### config.mk
export PLATFORM = sky130hd
export DESIGN_NAME = tcn_timer
export DESIGN_NICKNAME = d
export VERILOG_FILES = /design/src/rtl/tcn_pkg.sv /design/src/rtl/tcn_timer.sv
export SDC_FILE = /design/constraint.sdc
export NUM_CORES = 1
export LEC_CHECK = 0
export BUFFER_PORTS_ARGS = -buffer_cell sky130_fd_sc_hd__buf_2
export CORE_UTILIZATION = 50
export DETAILED_ROUTE_END_ITERATION = 10
export PLACE_DENSITY = 0.83
export SLEW_MARGIN = 20
export SYNTH_ARGS = -nofsm -noshare
export SYNTH_HDL_FRONTEND = slang
export SYNTH_SLANG_ARGS = --single-unit
### constraint.sdc
create_clock -name mclk -period 3.4 [get_ports mclk]
set_clock_uncertainty 0.1 [all_clocks]
set_input_delay 0.17 -clock mclk [delete_from_list [all_inputs] [get_ports mclk]]
set_output_delay 0.17 -clock mclk [all_outputs]
set_load 0.02 [all_outputs]
### src/rtl/tcn_pkg.sv
// Purpose: Shared constants and types of the dual timer/counter block
// Assumes: 32-bit classic Wishbone register bus, byte addresses, one clock
// Notes:   All registers sit in byte lane 0, at most 8 bits wide; upper bits read as zero
`default_nettype none
package tcn_pkg;

  // ==========================================================================
  // Register byte offsets
  localparam logic [7:0] TCN_OFF_MODE  = 8'h00;
  localparam logic [7:0] TCN_OFF_CTRL  = 8'h04;
  localparam logic [7:0] TCN_OFF_LO0   = 8'h08;
  localparam logic [7:0] TCN_OFF_HI0   = 8'h0C;
  localparam logic [7:0] TCN_OFF_LO1   = 8'h10;
  localparam logic [7:0] TCN_OFF_HI1   = 8'h14;
  localparam logic [7:0] TCN_OFF_CLK   = 8'h18;
  localparam logic [7:0] TCN_OFF_STAT  = 8'h1C;
  localparam logic [7:0] TCN_OFF_MASK  = 8'h20;

  // ==========================================================================
  // Field positions
  localparam int TCN_MODE_TMR0_LSB = 0;
  localparam int TCN_MODE_TMR0_SEL = 2;
  localparam int TCN_MODE_TMR0_GATE = 3;
  localparam int TCN_MODE_T1_LSB   = 4;
  localparam int TCN_MODE_T1_SEL   = 6;
  localparam int TCN_MODE_T1_GATE  = 7;
  localparam int TCN_CTRL_RUN0     = 4;
  localparam int TCN_CTRL_FLAG0    = 5;
  localparam int TCN_CTRL_RUN1     = 6;
  localparam int TCN_CTRL_FLAG1    = 7;
  localparam int TCN_CLK_SW_DBL    = 0;
  localparam int TCN_CLK_EFFECTIVE = 1;

  // ==========================================================================
  // Mode encodings
  localparam logic [1:0] TCN_MODE_13BIT  = 2'h0;
  localparam logic [1:0] TCN_MODE_16BIT  = 2'h1;
  localparam logic [1:0] TCN_MODE_RELOAD = 2'h2;
  localparam logic [1:0] TCN_MODE_SPLIT  = 2'h3;

  // ==========================================================================
  // Machine cycle length in oscillator periods
  localparam logic [3:0] TCN_MC_12CLK = 4'hC;
  localparam logic [3:0] TCN_MC_6CLK  = 4'h6;

  // ==========================================================================
  // Types
  typedef struct packed {
    logic [7:0] lo;
    logic [7:0] hi;
    logic       ovf;
  } tcn_cnt_type;

  typedef struct packed {
    logic [2:0]  cnt0_sync;
    logic [2:0]  cnt1_sync;
    logic [1:0]  int0_sync;
    logic [1:0]  int1_sync;
    logic [1:0]  nv_sync;
    logic [3:0]  div;
    logic [7:0]  mode;
    logic        run0;
    logic        run1;
    logic [1:0]  flags;
    logic [1:0]  mask;
    logic        sw_dbl;
    logic [7:0]  lo0;
    logic [7:0]  hi0;
    logic [7:0]  lo1;
    logic [7:0]  hi1;
    logic        ack;
    logic [31:0] rdata;
    logic        irq;
  } tcn_state_type;

  localparam tcn_state_type TCN_STATE_RESET = '0;

endpackage : tcn_pkg

`default_nettype wire

### src/rtl/tcn_timer.sv
// Purpose: Two 8/13/16-bit timer/counters with machine cycle divider
// Assumes: mclk is the oscillator; pins are asynchronous to it
// Notes:   Registers reached over classic Wishbone, one ack per access
//
// Contract
// Select bit picks machine cycles or pin
// Two-bit field picks four modes per timer
// Mode 0 is a 13-bit counter
// Mode 0 uses high byte plus low five
// Wrap to zero sets overflow flag
// Count needs run and gate-or-pin high
// Starting run keeps the current count
// Gate bits at mode bits 7, 3
// Mode 1 counts all 16 bits
// Mode 2 reloads low from high byte
// Timer 1 mode 3 holds its count
// Timer 0 mode 3 low byte separate
// Timer 0 high byte uses timer 1 controls
// Software bit selects 12 or 6 clocks
// Nonvolatile bit forces 6-clock operation
// Machine cycle is 12 or 6 periods
// Partner drives count pins with events
// Pin counts on synchronised falling edges
// Flag sticks until cleared, requests interrupt
//
// Design decisions made here: the register offsets and the Wishbone interface to the registers.
`timescale 1ns/10ps
`default_nettype none

module tcn_timer (
  // Clock and reset
  input  wire logic        mclk,
  input  wire logic        rstn,
  // Wishbone slave
  input  wire logic        wb_cyc_i,
  input  wire logic        wb_stb_i,
  input  wire logic        wb_we_i,
  input  wire logic [7:0]  wb_adr_i,
  input  wire logic [3:0]  wb_sel_i,
  input  wire logic [31:0] wb_dat_i,
  output logic [31:0]      wb_dat_o,
  output logic             wb_ack_o,
  // External pins
  input  wire logic        timer0_count_input,
  input  wire logic        timer1_count_input,
  input  wire logic        external_interrupt_pin0_n,
  input  wire logic        external_interrupt_pin1_n,
  input  wire logic        nonvolatile_double_speed_bit,
  // Interrupt
  input  wire logic        timer0_int_ack,
  input  wire logic        timer1_int_ack,
  output logic             irq_o
);
  import tcn_pkg::*;

  // ==========================================================================
  // Counting step shared by both timers
  function automatic tcn_cnt_type tcn_step(input logic [1:0] mode,
                                           input logic [7:0] lo,
                                           input logic [7:0] hi);
    tcn_cnt_type r;
    r.lo  = lo;
    r.hi  = hi;
    r.ovf = 1'b0;
    unique case (mode)
      // R3 13-bit count
      TCN_MODE_13BIT: begin
        // upper low bits untouched
        r.ovf = (hi == 8'hFF) && (lo[4:0] == 5'h1F);
        {r.hi, r.lo[4:0]} = {hi, lo[4:0]} + 13'h0001;
      end
      // full 16 bits
      TCN_MODE_16BIT: begin
        r.ovf = (hi == 8'hFF) && (lo == 8'hFF);
        {r.hi, r.lo} = {hi, lo} + 16'h0001;
      end
      // reload low from high
      TCN_MODE_RELOAD: begin
        r.ovf = (lo == 8'hFF);
        r.lo  = r.ovf ? hi : lo + 8'h01;
      end
      // low byte alone
      TCN_MODE_SPLIT: begin
        r.ovf = (lo == 8'hFF);
        r.lo  = lo + 8'h01;
      end
    endcase
    return r;
  endfunction

  // ==========================================================================
  // State
  tcn_state_type state_reg;
  tcn_state_type state_next;

  logic        double_speed;
  logic [3:0]  mc_period;
  logic        mc_tick;
  logic        edge0;
  logic        edge1;
  logic [1:0]  mode0;
  logic [1:0]  mode1;
  logic        split;
  logic        gate_ok0;
  logic        gate_ok1;
  logic        en0;
  logic        en1;
  logic        en0_high;
  logic [1:0]  flag_set;
  logic [1:0]  flag_clr;
  logic        wr;
  logic        rd;
  logic [7:0]  rbyte;
  logic [7:0]  wbyte;
  tcn_cnt_type step0;
  tcn_cnt_type step1;

  always_comb begin
    state_next = state_reg;

    // ========================================================================
    // Pin synchronisers; bit 0 feeds only bit 1, bit 2 is the edge history
    state_next.cnt0_sync = {state_reg.cnt0_sync[1:0], timer0_count_input};
    state_next.cnt1_sync = {state_reg.cnt1_sync[1:0], timer1_count_input};
    state_next.int0_sync = {state_reg.int0_sync[0], external_interrupt_pin0_n};
    state_next.int1_sync = {state_reg.int1_sync[0], external_interrupt_pin1_n};
    state_next.nv_sync   = {state_reg.nv_sync[0], nonvolatile_double_speed_bit};

    // ========================================================================
    // Machine cycle divider
    // nonvolatile bit overrides
    double_speed = state_reg.nv_sync[1] | state_reg.sw_dbl;
    // select cycle length
    mc_period = double_speed ? TCN_MC_6CLK : TCN_MC_12CLK;
    // one tick per cycle; >= keeps a switch to 6 clocks from overrunning
    mc_tick = (state_reg.div >= mc_period - 4'h1);
    state_next.div = mc_tick ? 4'h0 : state_reg.div + 4'h1;

    // ========================================================================
    // Count enables
    // falling edge after sync
    edge0 = state_reg.cnt0_sync[2] & ~state_reg.cnt0_sync[1];
    edge1 = state_reg.cnt1_sync[2] & ~state_reg.cnt1_sync[1];
    // per-timer mode field
    mode0 = state_reg.mode[TCN_MODE_TMR0_LSB +: 2];
    mode1 = state_reg.mode[TCN_MODE_T1_LSB +: 2];
    split = (mode0 == TCN_MODE_SPLIT);
    // gate bit positions
    // gate passes when pin high
    gate_ok0 = ~state_reg.mode[TCN_MODE_TMR0_GATE] | state_reg.int0_sync[1];
    gate_ok1 = ~state_reg.mode[TCN_MODE_T1_GATE] | state_reg.int1_sync[1];
    // timer or counter
    en0 = state_reg.run0 & gate_ok0 & (state_reg.mode[TCN_MODE_TMR0_SEL] ? edge0 : mc_tick);
    // mode 3 holds timer 1
    // Timer 1 run bit is lent to the split high byte, so it free-runs then
    en1 = (split | state_reg.run1) & gate_ok1 & (mode1 != TCN_MODE_SPLIT)
          & (state_reg.mode[TCN_MODE_T1_SEL] ? edge1 : mc_tick);
    // high byte on timer 1 run
    en0_high = split & state_reg.run1 & mc_tick;

    // ========================================================================
    // Counters
    flag_set = 2'b00;
    step0 = tcn_step(mode0, state_reg.lo0, state_reg.hi0);
    step1 = tcn_step(mode1, state_reg.lo1, state_reg.hi1);
    if (en0) begin
      state_next.lo0 = step0.lo;
      state_next.hi0 = step0.hi;
      // wrap sets flag
      flag_set[0] = step0.ovf;
    end
    if (en0_high) begin
      state_next.hi0 = state_reg.hi0 + 8'h01;
      // sets timer 1 flag
      flag_set[1] = (state_reg.hi0 == 8'hFF);
    end
    if (en1) begin
      state_next.lo1 = step1.lo;
      state_next.hi1 = step1.hi;
      // Timer 1 flag belongs to the high byte of timer 0 while split
      flag_set[1] = flag_set[1] | (step1.ovf & ~split);
    end

    // ========================================================================
    // Wishbone: data and ack one edge after the request, write at the ack edge
    rd = wb_cyc_i & wb_stb_i & ~state_reg.ack;
    wr = wb_cyc_i & wb_stb_i & wb_we_i & state_reg.ack & wb_sel_i[0];
    wbyte = wb_dat_i[7:0];
    state_next.ack = rd;
    unique case (wb_adr_i)
      TCN_OFF_MODE: rbyte = state_reg.mode;
      TCN_OFF_CTRL: rbyte = {state_reg.flags[1], state_reg.run1, state_reg.flags[0], state_reg.run0, 4'h0};
      TCN_OFF_LO0:  rbyte = state_reg.lo0;
      TCN_OFF_HI0:  rbyte = state_reg.hi0;
      TCN_OFF_LO1:  rbyte = state_reg.lo1;
      TCN_OFF_HI1:  rbyte = state_reg.hi1;
      TCN_OFF_CLK:  rbyte = {6'h00, double_speed, state_reg.sw_dbl};
      TCN_OFF_STAT: rbyte = {6'h00, state_reg.flags};
      TCN_OFF_MASK: rbyte = {6'h00, state_reg.mask};
      default:      rbyte = 8'h00;
    endcase
    if (rd) begin
      state_next.rdata = {24'h000000, rbyte};
    end

    flag_clr = {timer1_int_ack, timer0_int_ack};
    if (wr) begin
      unique case (wb_adr_i)
        TCN_OFF_MODE: state_next.mode = wbyte;
        TCN_OFF_CTRL: begin
          // run bit leaves count alone
          state_next.run0 = wbyte[TCN_CTRL_RUN0];
          state_next.run1 = wbyte[TCN_CTRL_RUN1];
        end
        // Software load beats a count in the same cycle
        TCN_OFF_LO0:  state_next.lo0 = wbyte;
        TCN_OFF_HI0:  state_next.hi0 = wbyte;
        TCN_OFF_LO1:  state_next.lo1 = wbyte;
        TCN_OFF_HI1:  state_next.hi1 = wbyte;
        // writable any time
        TCN_OFF_CLK:  state_next.sw_dbl = wbyte[TCN_CLK_SW_DBL];
        TCN_OFF_STAT: flag_clr = flag_clr | wbyte[1:0];
        TCN_OFF_MASK: state_next.mask = wbyte[1:0];
        default: ;
      endcase
    end

    // ========================================================================
    // sticky flags, set beats clear
    state_next.flags = (state_reg.flags & ~flag_clr) | flag_set;
    state_next.irq   = |(state_next.flags & state_next.mask);
  end

  always_ff @(posedge mclk or negedge rstn) begin
    if (!rstn) begin
      state_reg <= TCN_STATE_RESET;
    end else begin
      state_reg <= state_next;
    end
  end

  assign wb_dat_o = state_reg.rdata;
  assign wb_ack_o = state_reg.ack;
  assign irq_o    = state_reg.irq;

endmodule : tcn_timer

`default_nettype wire

==> flow_metrics.env, run 1 <==
export IMPL_stdcell_area_um2=4990
export IMPL_reg2reg_depth=8
export IMPL_drc=20
export IMPL_fp_dieH_um=97.70
export IMPL_ys_types=67
export IMPL_layout_nets=589
export IMPL_die_w_um=97.70
export IMPL_violations="DRC"
export IMPL_clkTransAtPathRegs_ns=0.08
export IMPL_io_buffers=38
export IMPL_vdd_drop_max_mv=0.2282
export IMPL_path_class="register to register"
export IMPL_cp_cell_sequence="or2_2 -> ha_1 -> nor3b_4 -> a2111oi_4 -> or2_1 -> o31a_1 -> or4_1 -> nand3_1"
export IMPL_yosysTopAreaCell="dfrtp_1"
export IMPL_top_level_ports=90
export IMPL_coreArea_um2=8806
export IMPL_vias_per_cell=6.319
export IMPL_slowest_delay_ns=0.51
export IMPL_fmax_mhz=326.0
export IMPL_numCtsBuffers=9
export IMPL_worstPathRequired_ns=3.60
export IMPL_gr_total_overflow=0
export IMPL_yosysWarnings=0
export IMPL_cts_sinks=73
export IMPL_dieArea_um2=9545
export IMPL_path_max_fanout=12
export IMPL_postSynthCellCount=492
export IMPL_synth_area_um2=4579
export IMPL_place_hpwl_mm=8.716
export IMPL_worst_hold_path_type="primary input to register"
export IMPL_start_util_pct=52.00
export IMPL_largest_reg_flops=52
export IMPL_grt_max_degree=33
export IMPL_maxCapViolations=0
export IMPL_wl_mm=12.19
export IMPL_synthTopCellsByCount="dfrtp_1, nand2_1, buf_4, nor2_1, o21ai_0"
export IMPL_diodes=0
export IMPL_end_kind="register"
export IMPL_worst_hold_path_num_cells=3
export IMPL_startpoint_type="register"
export IMPL_drive_gt1_share_pct=16.57
export IMPL_cts_resized=0
export IMPL_wl_per_cell_um=19.08
export IMPL_worstPathArrival_ns=3.27
export IMPL_htreeDepth=3
export IMPL_cts_max_path_buffers=2
export IMPL_dpl_instance_area_um2=4693
export IMPL_routed_via_count=4038
export IMPL_rows=34
export IMPL_cts_tree="yes"
export IMPL_grt_pass1_wl_mm=20.10
export IMPL_worstMarginPinSlew_ns=0.8172
export IMPL_ys_flop_type="dfrtp_1"
export IMPL_synth_edf_count=0
export IMPL_synthToLayoutAreaGrowth_pct=8.962
export IMPL_p_total_mw=2.049
export IMPL_yosysSeqAreaShare_pct=39.89
export IMPL_powerDensity_nw_per_um2=410.6
export IMPL_p_leak_nw=2.161
export IMPL_synth_most_common_cell="dfrtp_1"
export IMPL_drt_pass1_iter_count=9
export IMPL_syn_avg_cell_area_um2=9.308
export IMPL_timing_final_crit_period_ns=3.067
export IMPL_drtIter0Drc=349
export IMPL_rsz0062_at_grt="no"
export IMPL_setup_tns_ns=0
export IMPL_ys_async_sr_fraction_pct=100.0
export IMPL_antenna_found_initial=0
export IMPL_synth_top_area_share_pct=39.89
export IMPL_slew_headroom_pct=45.32
export IMPL_finalMaxSlewViolations=0
export IMPL_final_hold_viol_count=0
export IMPL_place_gp_congestion=0.9840
export IMPL_synth_seq_cells=73
export IMPL_grtUsageTotal_pct=27.12
export IMPL_fin_crit_sh_pct=90.21
export IMPL_synthTopCellsByArea="dfrtp_1, buf_4, nand2_1, mux2_2, o21ai_0"
export IMPL_setup_violations=0
export IMPL_final_core_util_pct=56.66
export IMPL_insertion_delay_ns=0.37
export IMPL_antenna_left=0
export IMPL_cpMaxStageDelayCell="or4_1"
export IMPL_grt_pass1_vias=3869
export IMPL_outcome="complete, but fails checks"
export IMPL_cts_root_buf="clkbuf_8"
worst paths after layout:
path                                 from       endpoint  slack (ns)
max                         state_reg[66]  state_reg[55]        0.33
min                           wb_dat_i[2]  state_reg[36]        0.03
max reg2reg                 state_reg[66]  state_reg[55]        0.33
min reg2reg                state_next[88]  state_reg[88]        0.25
max in group asynchronous            rstn  state_reg[67]        2.20
min in group asynchronous            rstn  state_reg[61]        0.20
report_power, final:
part	switching, mW	total (mW)	internal (mW)
Combinational	0.196	0.315	0.119
Clock	0.367	0.789	0.422
Sequential	0.0420	0.946	0.904
cells by family after synthesis:
logic type / synth area share, %
adders and majority gates: 1.912
xor gates and xnor gates: 3.443
buffers and inverters: 8.142
DFF: 39.89
and+or+nand+nor: 21.72
AOI/OAI and AO/OA: 18.74
muxes: 6.066
other: 0.08189
metrics by stage:
step | hold slack [ns] | cells | setup slack [ns]
floorplan | -0.2256 | 515 | 0.8052
global placement | 0.05160 | 616 | 0.4803
detailed placement | 0.06638 | 616 | 0.4419
CTS | 0.01292 | 639 | 0.3710
global route | 0.05112 | 639 | 0.2084
finish | 0.02739 | 639 | 0.3329
cell usage in the layout (no fill, tap or decap), types with 4 or more instances in the layout:
cell           instances
nor4_1                 5
a221oi_1               4
a22oi_1                5
nand4_1                7
and3_1                 8
conb_1                24
a21o_1                 7
nand2b_1               4
nor2_1                32
and2_1                 5
a21oi_1               23
o21ai_0               29
mux2i_1               12
dfrtp_1               73
a222oi_1               7
ha_1                   7
nor2b_1                4
xnor2_1               13
o21ai_1                5
buf_2                 38
xor2_1                 5
nor3_1                13
inv_1                 12
mux2_2                14
clkbuf_8               9
or4_1                  4
nand3_1               18
buf_4                  4
o221ai_1               4
nand2_1               58
o211ai_1               4
dlygate4sd3_1          7
a31oi_1                7
worst max-delay path, delay by kind of cell, from the launching register on:
| kind | cells | cell delay (ns) |
|---|---|---|
| and+or+nand+nor | 5 | 1.61 |
| AOI/OAI and AO/OA | 2 | 0.54 |
| DFF | 1 | 0.46 |
| adders and majority gates | 1 | 0.31 |
routing by layer:
layer	global-route usage, %	wire [µm]	up-vias
met5	0	0	-
met4	16.55	505	0
met3	5.396	1080	47
met2	39.33	5406	253
met1	37.42	5199	1915
li1	-	-	1823
area by class of cell:
type                            instances  area (µm²)
Clock buffer                            9       123.9
Fill cell                             777        3816
Multi-Input combinational cell        381        2466
Tap cell                              108       135.1
Timing Repair Buffer                   49       290.3
Inverter                               12       45.04
Clock inverter                          7       102.6
Sequential cell                        73        1827
what timing repair did:
item	4_1_cts	5_1_grt
hold endpoints to repair	25	0
hold buffers	7	0
buffers inserted	0	0
Power figures use the tool's default switching activity.
==> run 2, diff against run 1 <==
--- a/config.mk
+++ b/config.mk
@@ -8,7 +8,7 @@
 export BUFFER_PORTS_ARGS = -buffer_cell sky130_fd_sc_hd__buf_2
 export CORE_UTILIZATION = 50
 export DETAILED_ROUTE_END_ITERATION = 10
-export PLACE_DENSITY = 0.83
+export PLACE_DENSITY = 0.86
 export SLEW_MARGIN = 20
 export SYNTH_ARGS = -nofsm -noshare
 export SYNTH_HDL_FRONTEND = slang
==> constraint.sdc (replaced) <==
create_clock -name mclk -period 2.8 [get_ports mclk]
set_clock_uncertainty 0.1 [all_clocks]
set_input_delay 0.14 -clock mclk [delete_from_list [all_inputs] [get_ports mclk]]
set_output_delay 0.14 -clock mclk [all_outputs]
set_load 0.02 [all_outputs]
==> run 2 against run 1 <==
  * The flow still finishes with violations (DRC)
  * Via count rose by 2.2%
  * Power grew 22%
  * Utilization grew 1.0 points
  * Global-route usage shrank 0.49 points
  * Clock-buffer cell count stayed put
  * Die area stayed put
  * Clock power increased by 19%
  * Sequential power is 22% higher
  * Combinational power is 30% higher
  * Fmax is 16% higher
  * Worst hold slack got worse by 0.015 ns
  * Critical endpoint is now state_reg[51]
  * Largest cell class unchanged
  * Highest routed layer unchanged
==> flow_metrics.env, run 2 (same netlist as run 1, synthesis figures left out) <==
export IMPL_clkTransAtPathRegs_ns=0.09
export IMPL_grtUsageTotal_pct=26.63
export IMPL_end_kind="register"
export IMPL_drtIter0Drc=534
export IMPL_worstPathArrival_ns=2.76
export IMPL_cts_root_buf="clkbuf_8"
export IMPL_wl_per_cell_um=18.65
export IMPL_insertion_delay_ns=0.36
export IMPL_comb_power_share_pct=16.4
export IMPL_cts_tree="yes"
export IMPL_path_max_fanout=11
export IMPL_start_util_pct=52.00
export IMPL_path_class="register to register"
export IMPL_violations="DRC"
export IMPL_hp_start="wb_dat_i[2]"
export IMPL_powerDensity_nw_per_um2=492.2
export IMPL_startpoint="state_reg[86]"
export IMPL_dieArea_um2=9545
export IMPL_grt_pass1_wl_mm=19.80
export IMPL_final_cell_count_no_fill=647
export IMPL_dr_wl_met2_mm=5.366
export IMPL_antenna_found_initial=0
export IMPL_maxCapViolations=0
export IMPL_wl_mm=12.07
export IMPL_power_frac_seq_pct=45.9
export IMPL_gr_total_overflow=0
export IMPL_highest_layer="met4"
export IMPL_final_hold_viol_count=0
export IMPL_layout_common_cells="dfrtp_1, nand2_1, buf_2"
export IMPL_diodes=0
export IMPL_drive_gt1_share_pct=17.81
export IMPL_p_clk_share_pct=37.7
export IMPL_routed_via_count=4127
export IMPL_rows=34
export IMPL_cts_sinks=73
export IMPL_timing_final_crit_period_ns=2.636
export IMPL_met1_length_mm=4.936
export IMPL_drt_pass1_iter_count=11
export IMPL_r2r_start="state_reg[86]"
export IMPL_vdd_drop_max_mv=0.2779
export IMPL_p_int_mw=1.766
export IMPL_vias_per_cell=6.379
export IMPL_worstPathRequired_ns=2.92
export IMPL_synthToLayoutAreaGrowth_pct=10.90
export IMPL_mostFrequentLayoutCell="dfrtp_1"
export IMPL_wl_met3_mm=1.158
export IMPL_startpoint_type="register"
export IMPL_largest_reg_flops=52
export IMPL_rsz0062_at_grt="no"
export IMPL_layout_nets=597
export IMPL_fin_crit_sh_pct=94.13
export IMPL_p_leak_nw=2.189
export IMPL_die_w_um=97.70
export IMPL_cts_max_path_buffers=2
export IMPL_finalMaxSlewViolations=0
export IMPL_outcome="complete, but fails checks"
export IMPL_drc=18
export IMPL_top_level_ports=90
export IMPL_switchingPower_mw=0.7335
export IMPL_setup_violations=0
export IMPL_grt_pass1_vias=3856
export IMPL_switching_share_pct=29.34
export IMPL_fmax_mhz=379.4
export IMPL_io_buffers=38
export IMPL_numCtsBuffers=9
export IMPL_worst_hold_path_type="primary input to register"
export IMPL_fp_dieH_um=97.70
export IMPL_worstMarginPinSlew_ns=0.9373
export IMPL_dp_cells=620
export IMPL_place_hpwl_mm=8.392
export IMPL_coreArea_um2=8806
export IMPL_grt_max_degree=74
export IMPL_antenna_left=0
export IMPL_p_total_mw=2.500
export IMPL_setup_tns_ns=0
export IMPL_htreeDepth=3
export IMPL_place_gp_congestion=0.9432
export IMPL_slew_headroom_pct=37.51
## run 2: power groups by stage
stage	sequential, mW	combinational, mW	clock (mW)
global placement	1.16	0.357	0
CTS	1.14	0.390	0.956
detailed placement	1.17	0.373	0
global route	1.16	0.446	1.01
finish	1.15	0.410	0.942
floorplan	1.15	0.281	0
## run 2: final cells by class
cell class | count | area [µm²]
clock buffer | 9 | 123.9
clock inverter | 7 | 101.3
fill | 761 | 3727
inverter | 12 | 45.04
multi-input combinational | 381 | 2491
sequential | 73 | 1827
tap | 108 | 135.1
timing repair buffer | 57 | 355.3
## run 2: worst paths after layout
| check | to | slack (ns) | cells past startpoint |
|---|---|---|---|
| worst min register to register | state_reg[86] | 0.25 | 0 |
| min in group asynchronous | state_reg[60] | 0.44 | 3 |
| worst max-delay path | state_reg[51] | 0.16 | 9 |
| max in group asynchronous | state_next[92] | 1.55 | 3 |
| worst max register to register | state_reg[51] | 0.16 | 9 |
| worst min-delay path | state_reg[60] | 0.01 | 3 |
## run 2: repair_timing
action                                 in CTS  in global routing
setup endpoints to repair                   5                 11
endpoints found under the hold margin      82                  0
pin swaps                                   0                  1
resized for setup                           2                  2
cloned                                      0                  0
buffers inserted                            0                  2
hold buffers                                9                  0
## run 2: per-stage QoR
step / area, µm² / hold WS [ns] / util [%] / setup WS (ns)
6_report: 5079 / 0.01212 / 57.67 / 0.1644
5_1_grt: 5079 / 0.01512 / 57.67 / 0.06953
4_1_cts: 5049 / 0.003655 / 57.33 / 0.006303
3_5_place_dp: 4723 / 0.1497 / 53.64 / -0.03328
3_3_place_gp: 4723 / 0.1485 / 53.64 / 0.07671
2_1_floorplan: 4666 / -0.2556 / - / 0.2052
## run 2: metal layers
layer  vias to the layer above  GRT usage [%]
met1                      1931          36.49
met5                         -              0
met3                        52          4.388
met2                       295          39.01
met4                         0          17.48
li1                       1849              -
## run 2: critical path, cell delays in order (launching register included)
cell and delay [ns]:
dfrtp_1 0.38, or2_4 0.28, ha_4 0.27, nor3b_4 0.24, a2111oi_4 0.13, or2_1 0.26, buf_4 0.18, nor4b_1 0.39
xnor2_1 0.17, a31oi_1 0.11
==> run 3, diff against run 2 <==
--- a/config.mk
+++ b/config.mk
@@ -6,6 +6,7 @@
 export NUM_CORES = 1
 export LEC_CHECK = 0
 export BUFFER_PORTS_ARGS = -buffer_cell sky130_fd_sc_hd__buf_2
+export CORE_ASPECT_RATIO = 1.1
 export CORE_UTILIZATION = 50
 export DETAILED_ROUTE_END_ITERATION = 10
 export PLACE_DENSITY = 0.86
==> run 3 against run 2 <==
  * The flow now finishes without violations
  * Worst setup slack lost 0.062 ns
  * Non-clock buffer count grew 4
  * Routed wire length grew 3.4%
  * Register-to-register slack lost 0.06 ns
==> flow_metrics.env, run 3 (same netlist as run 1, synthesis figures left out) <==
export IMPL_setup_tns_ns=0
export IMPL_cts_tree="yes"
export IMPL_startpoint_type="register"
export IMPL_layout_common_cells="dfrtp_1, nand2_1, buf_2"
export IMPL_fmax_mhz=370.7
export IMPL_drt_pass1_iter_count=9
export IMPL_dpl_instance_area_um2=4761
export IMPL_reg2reg_depth=9
export IMPL_fp_dieH_um=102.4
export IMPL_vdd_drop_max_mv=0.2800
export IMPL_path_max_fanout=11
export IMPL_finalMaxSlewViolations=0
export IMPL_drc=0
export IMPL_switching_share_pct=27.95
export IMPL_place_gp_congestion=0.9328
export IMPL_diodes=0
export IMPL_cts_max_path_buffers=2
export IMPL_final_hold_viol_count=0
export IMPL_cts_sinks=73
export IMPL_comb_power_share_pct=17.2
export IMPL_grt_pass1_vias=3751
export IMPL_r2r_start="state_reg[86]"
export IMPL_grtUsageTotal_pct=27.85
export IMPL_clkTransAtPathRegs_ns=0.07
export IMPL_stdcell_area_um2=5091
export IMPL_drive_gt1_share_pct=17.93
export IMPL_cts_root_buf="clkbuf_8"
export IMPL_wl_mm=12.48
export IMPL_p_clk_share_pct=35.7
export IMPL_routed_via_count=4124
export IMPL_grt_max_degree=33
export IMPL_r2r_end="state_reg[64]"
export IMPL_min_to="state_reg[55]"
export IMPL_hp_start="wb_dat_i[5]"
export IMPL_powerDensity_nw_per_um2=478.5
export IMPL_coreArea_um2=8874
export IMPL_reg2reg_slack_ns=0.10
export IMPL_numCtsBuffers=9
export IMPL_htreeDepth=3
export IMPL_dieArea_um2=9545
export IMPL_timing_final_crit_period_ns=2.698
export IMPL_rows=36
export IMPL_io_buffers=38
export IMPL_worst_hold_path_num_cells=3
export IMPL_place_hpwl_mm=9.031
export IMPL_p_leak_nw=2.205
export IMPL_die_w_um=93.25
export IMPL_fin_crit_sh_pct=96.34
export IMPL_slew_headroom_pct=53.72
export IMPL_vias_per_cell=6.296
export IMPL_insertion_delay_ns=0.36
export IMPL_layout_nets=601
export IMPL_worstPathArrival_ns=2.83
export IMPL_p_int_mw=1.755
export IMPL_largest_reg_flops=52
export IMPL_outcome="complete, no violations"
export IMPL_gr_total_overflow=0
export IMPL_antenna_found_initial=0
export IMPL_mostFrequentLayoutCell="dfrtp_1"
export IMPL_switchingPower_mw=0.6809
export IMPL_worst_hold_path_type="primary input to register"
export IMPL_drtIter0Drc=531
export IMPL_synthToLayoutAreaGrowth_pct=11.17
export IMPL_path_class="register to register"
export IMPL_maxCapViolations=0
export IMPL_start_util_pct=51.61
export IMPL_end_kind="register"
export IMPL_worstMarginPinSlew_ns=0.6942
export IMPL_antenna_left=0
export IMPL_setup_violations=0
export IMPL_worstPathRequired_ns=2.93
export IMPL_power_frac_seq_pct=47.1
export IMPL_top_level_ports=90
export IMPL_wl_per_cell_um=19.05
export IMPL_grt_pass1_wl_mm=19.73
## run 3: cell count changes in the layout (fill, tap and decap cells not counted), moves of 2 or more
cell        change
inv_6           -2
clkinvlp_4      -2
buf_4           +3
clkinv_2        +2
## run 3: cell type report
cell class / instances / area [µm²]
fill: 754 / 3782
multi-input combinational: 381 / 2491
sequential: 73 / 1827
timing repair buffer: 61 / 387.9
clock buffer: 10 / 127.6
clock inverter: 4 / 70.07
inverter: 12 / 45.04
tap: 114 / 142.6
## run 3: critical path, stage by stage, from the launching register on
cell and delay, ns:
dfrtp_1 0.40, or2_2 0.33, ha_4 0.28, nor3b_4 0.25, a2111oi_4 0.13, or2_1 0.24
buf_4 0.18, or4_1 0.49, o21ai_0 0.08, o21ai_0 0.09
## run 3: how the worst max path moves through the flow
| stage | startpoint | end | slack [ns] |
|---|---|---|---|
| finish | state_reg[86] | state_reg[64] | 0.10 |
| global route | state_reg[86] | state_reg[55] | -0.01 |
| CTS | state_reg[86] | state_reg[53] | 0.02 |
| detailed placement | state_reg[86] | state_reg[47] | 0.04 |
| global placement | state_reg[86] | state_reg[55] | 0.08 |
| floorplan | state_reg[86] | state_reg[53] | 0.21 |
## run 3: through the flow
step	util (%)	worst slack [ns]	power (mW)	instances	hold WS, ns
after global placement	53.65	0.08225	1.522	630	0.1172
after detailed placement	53.65	0.04168	1.539	630	0.1232
after floorplan	-	0.2052	1.434	515	-0.2556
after global routing	57.37	-0.01130	2.551	655	0.04370
final	57.37	0.1025	2.436	655	0.03042
after CTS	57.01	0.01654	2.418	654	0.009548
## run 3: repair_timing
| item | CTS | global route |
|---|---|---|
| resized for setup | 0 | 4 |
| hold buffers | 10 | 0 |
| setup endpoints to repair | 0 | 14 |
| setup buffers | 0 | 1 |
| endpoints found under the hold margin | 40 | 0 |
## run 3: power by group through the flow
stage	Combinational, mW	Clock [mW]	Sequential [mW]
finish	0.420	0.869	1.15
global route	0.464	0.933	1.15
CTS	0.391	0.882	1.15
detailed placement	0.374	0	1.16
global placement	0.360	0	1.16
floorplan	0.281	0	1.15
## run 3: layer usage
metal,wire length [µm],global-route usage (%),vias to the layer above
li1,-,-,1850
met1,5031,36.25,1935
met2,5627,42.25,277
met3,1197,5.804,62
met4,620,18.22,0
met5,0,0,-
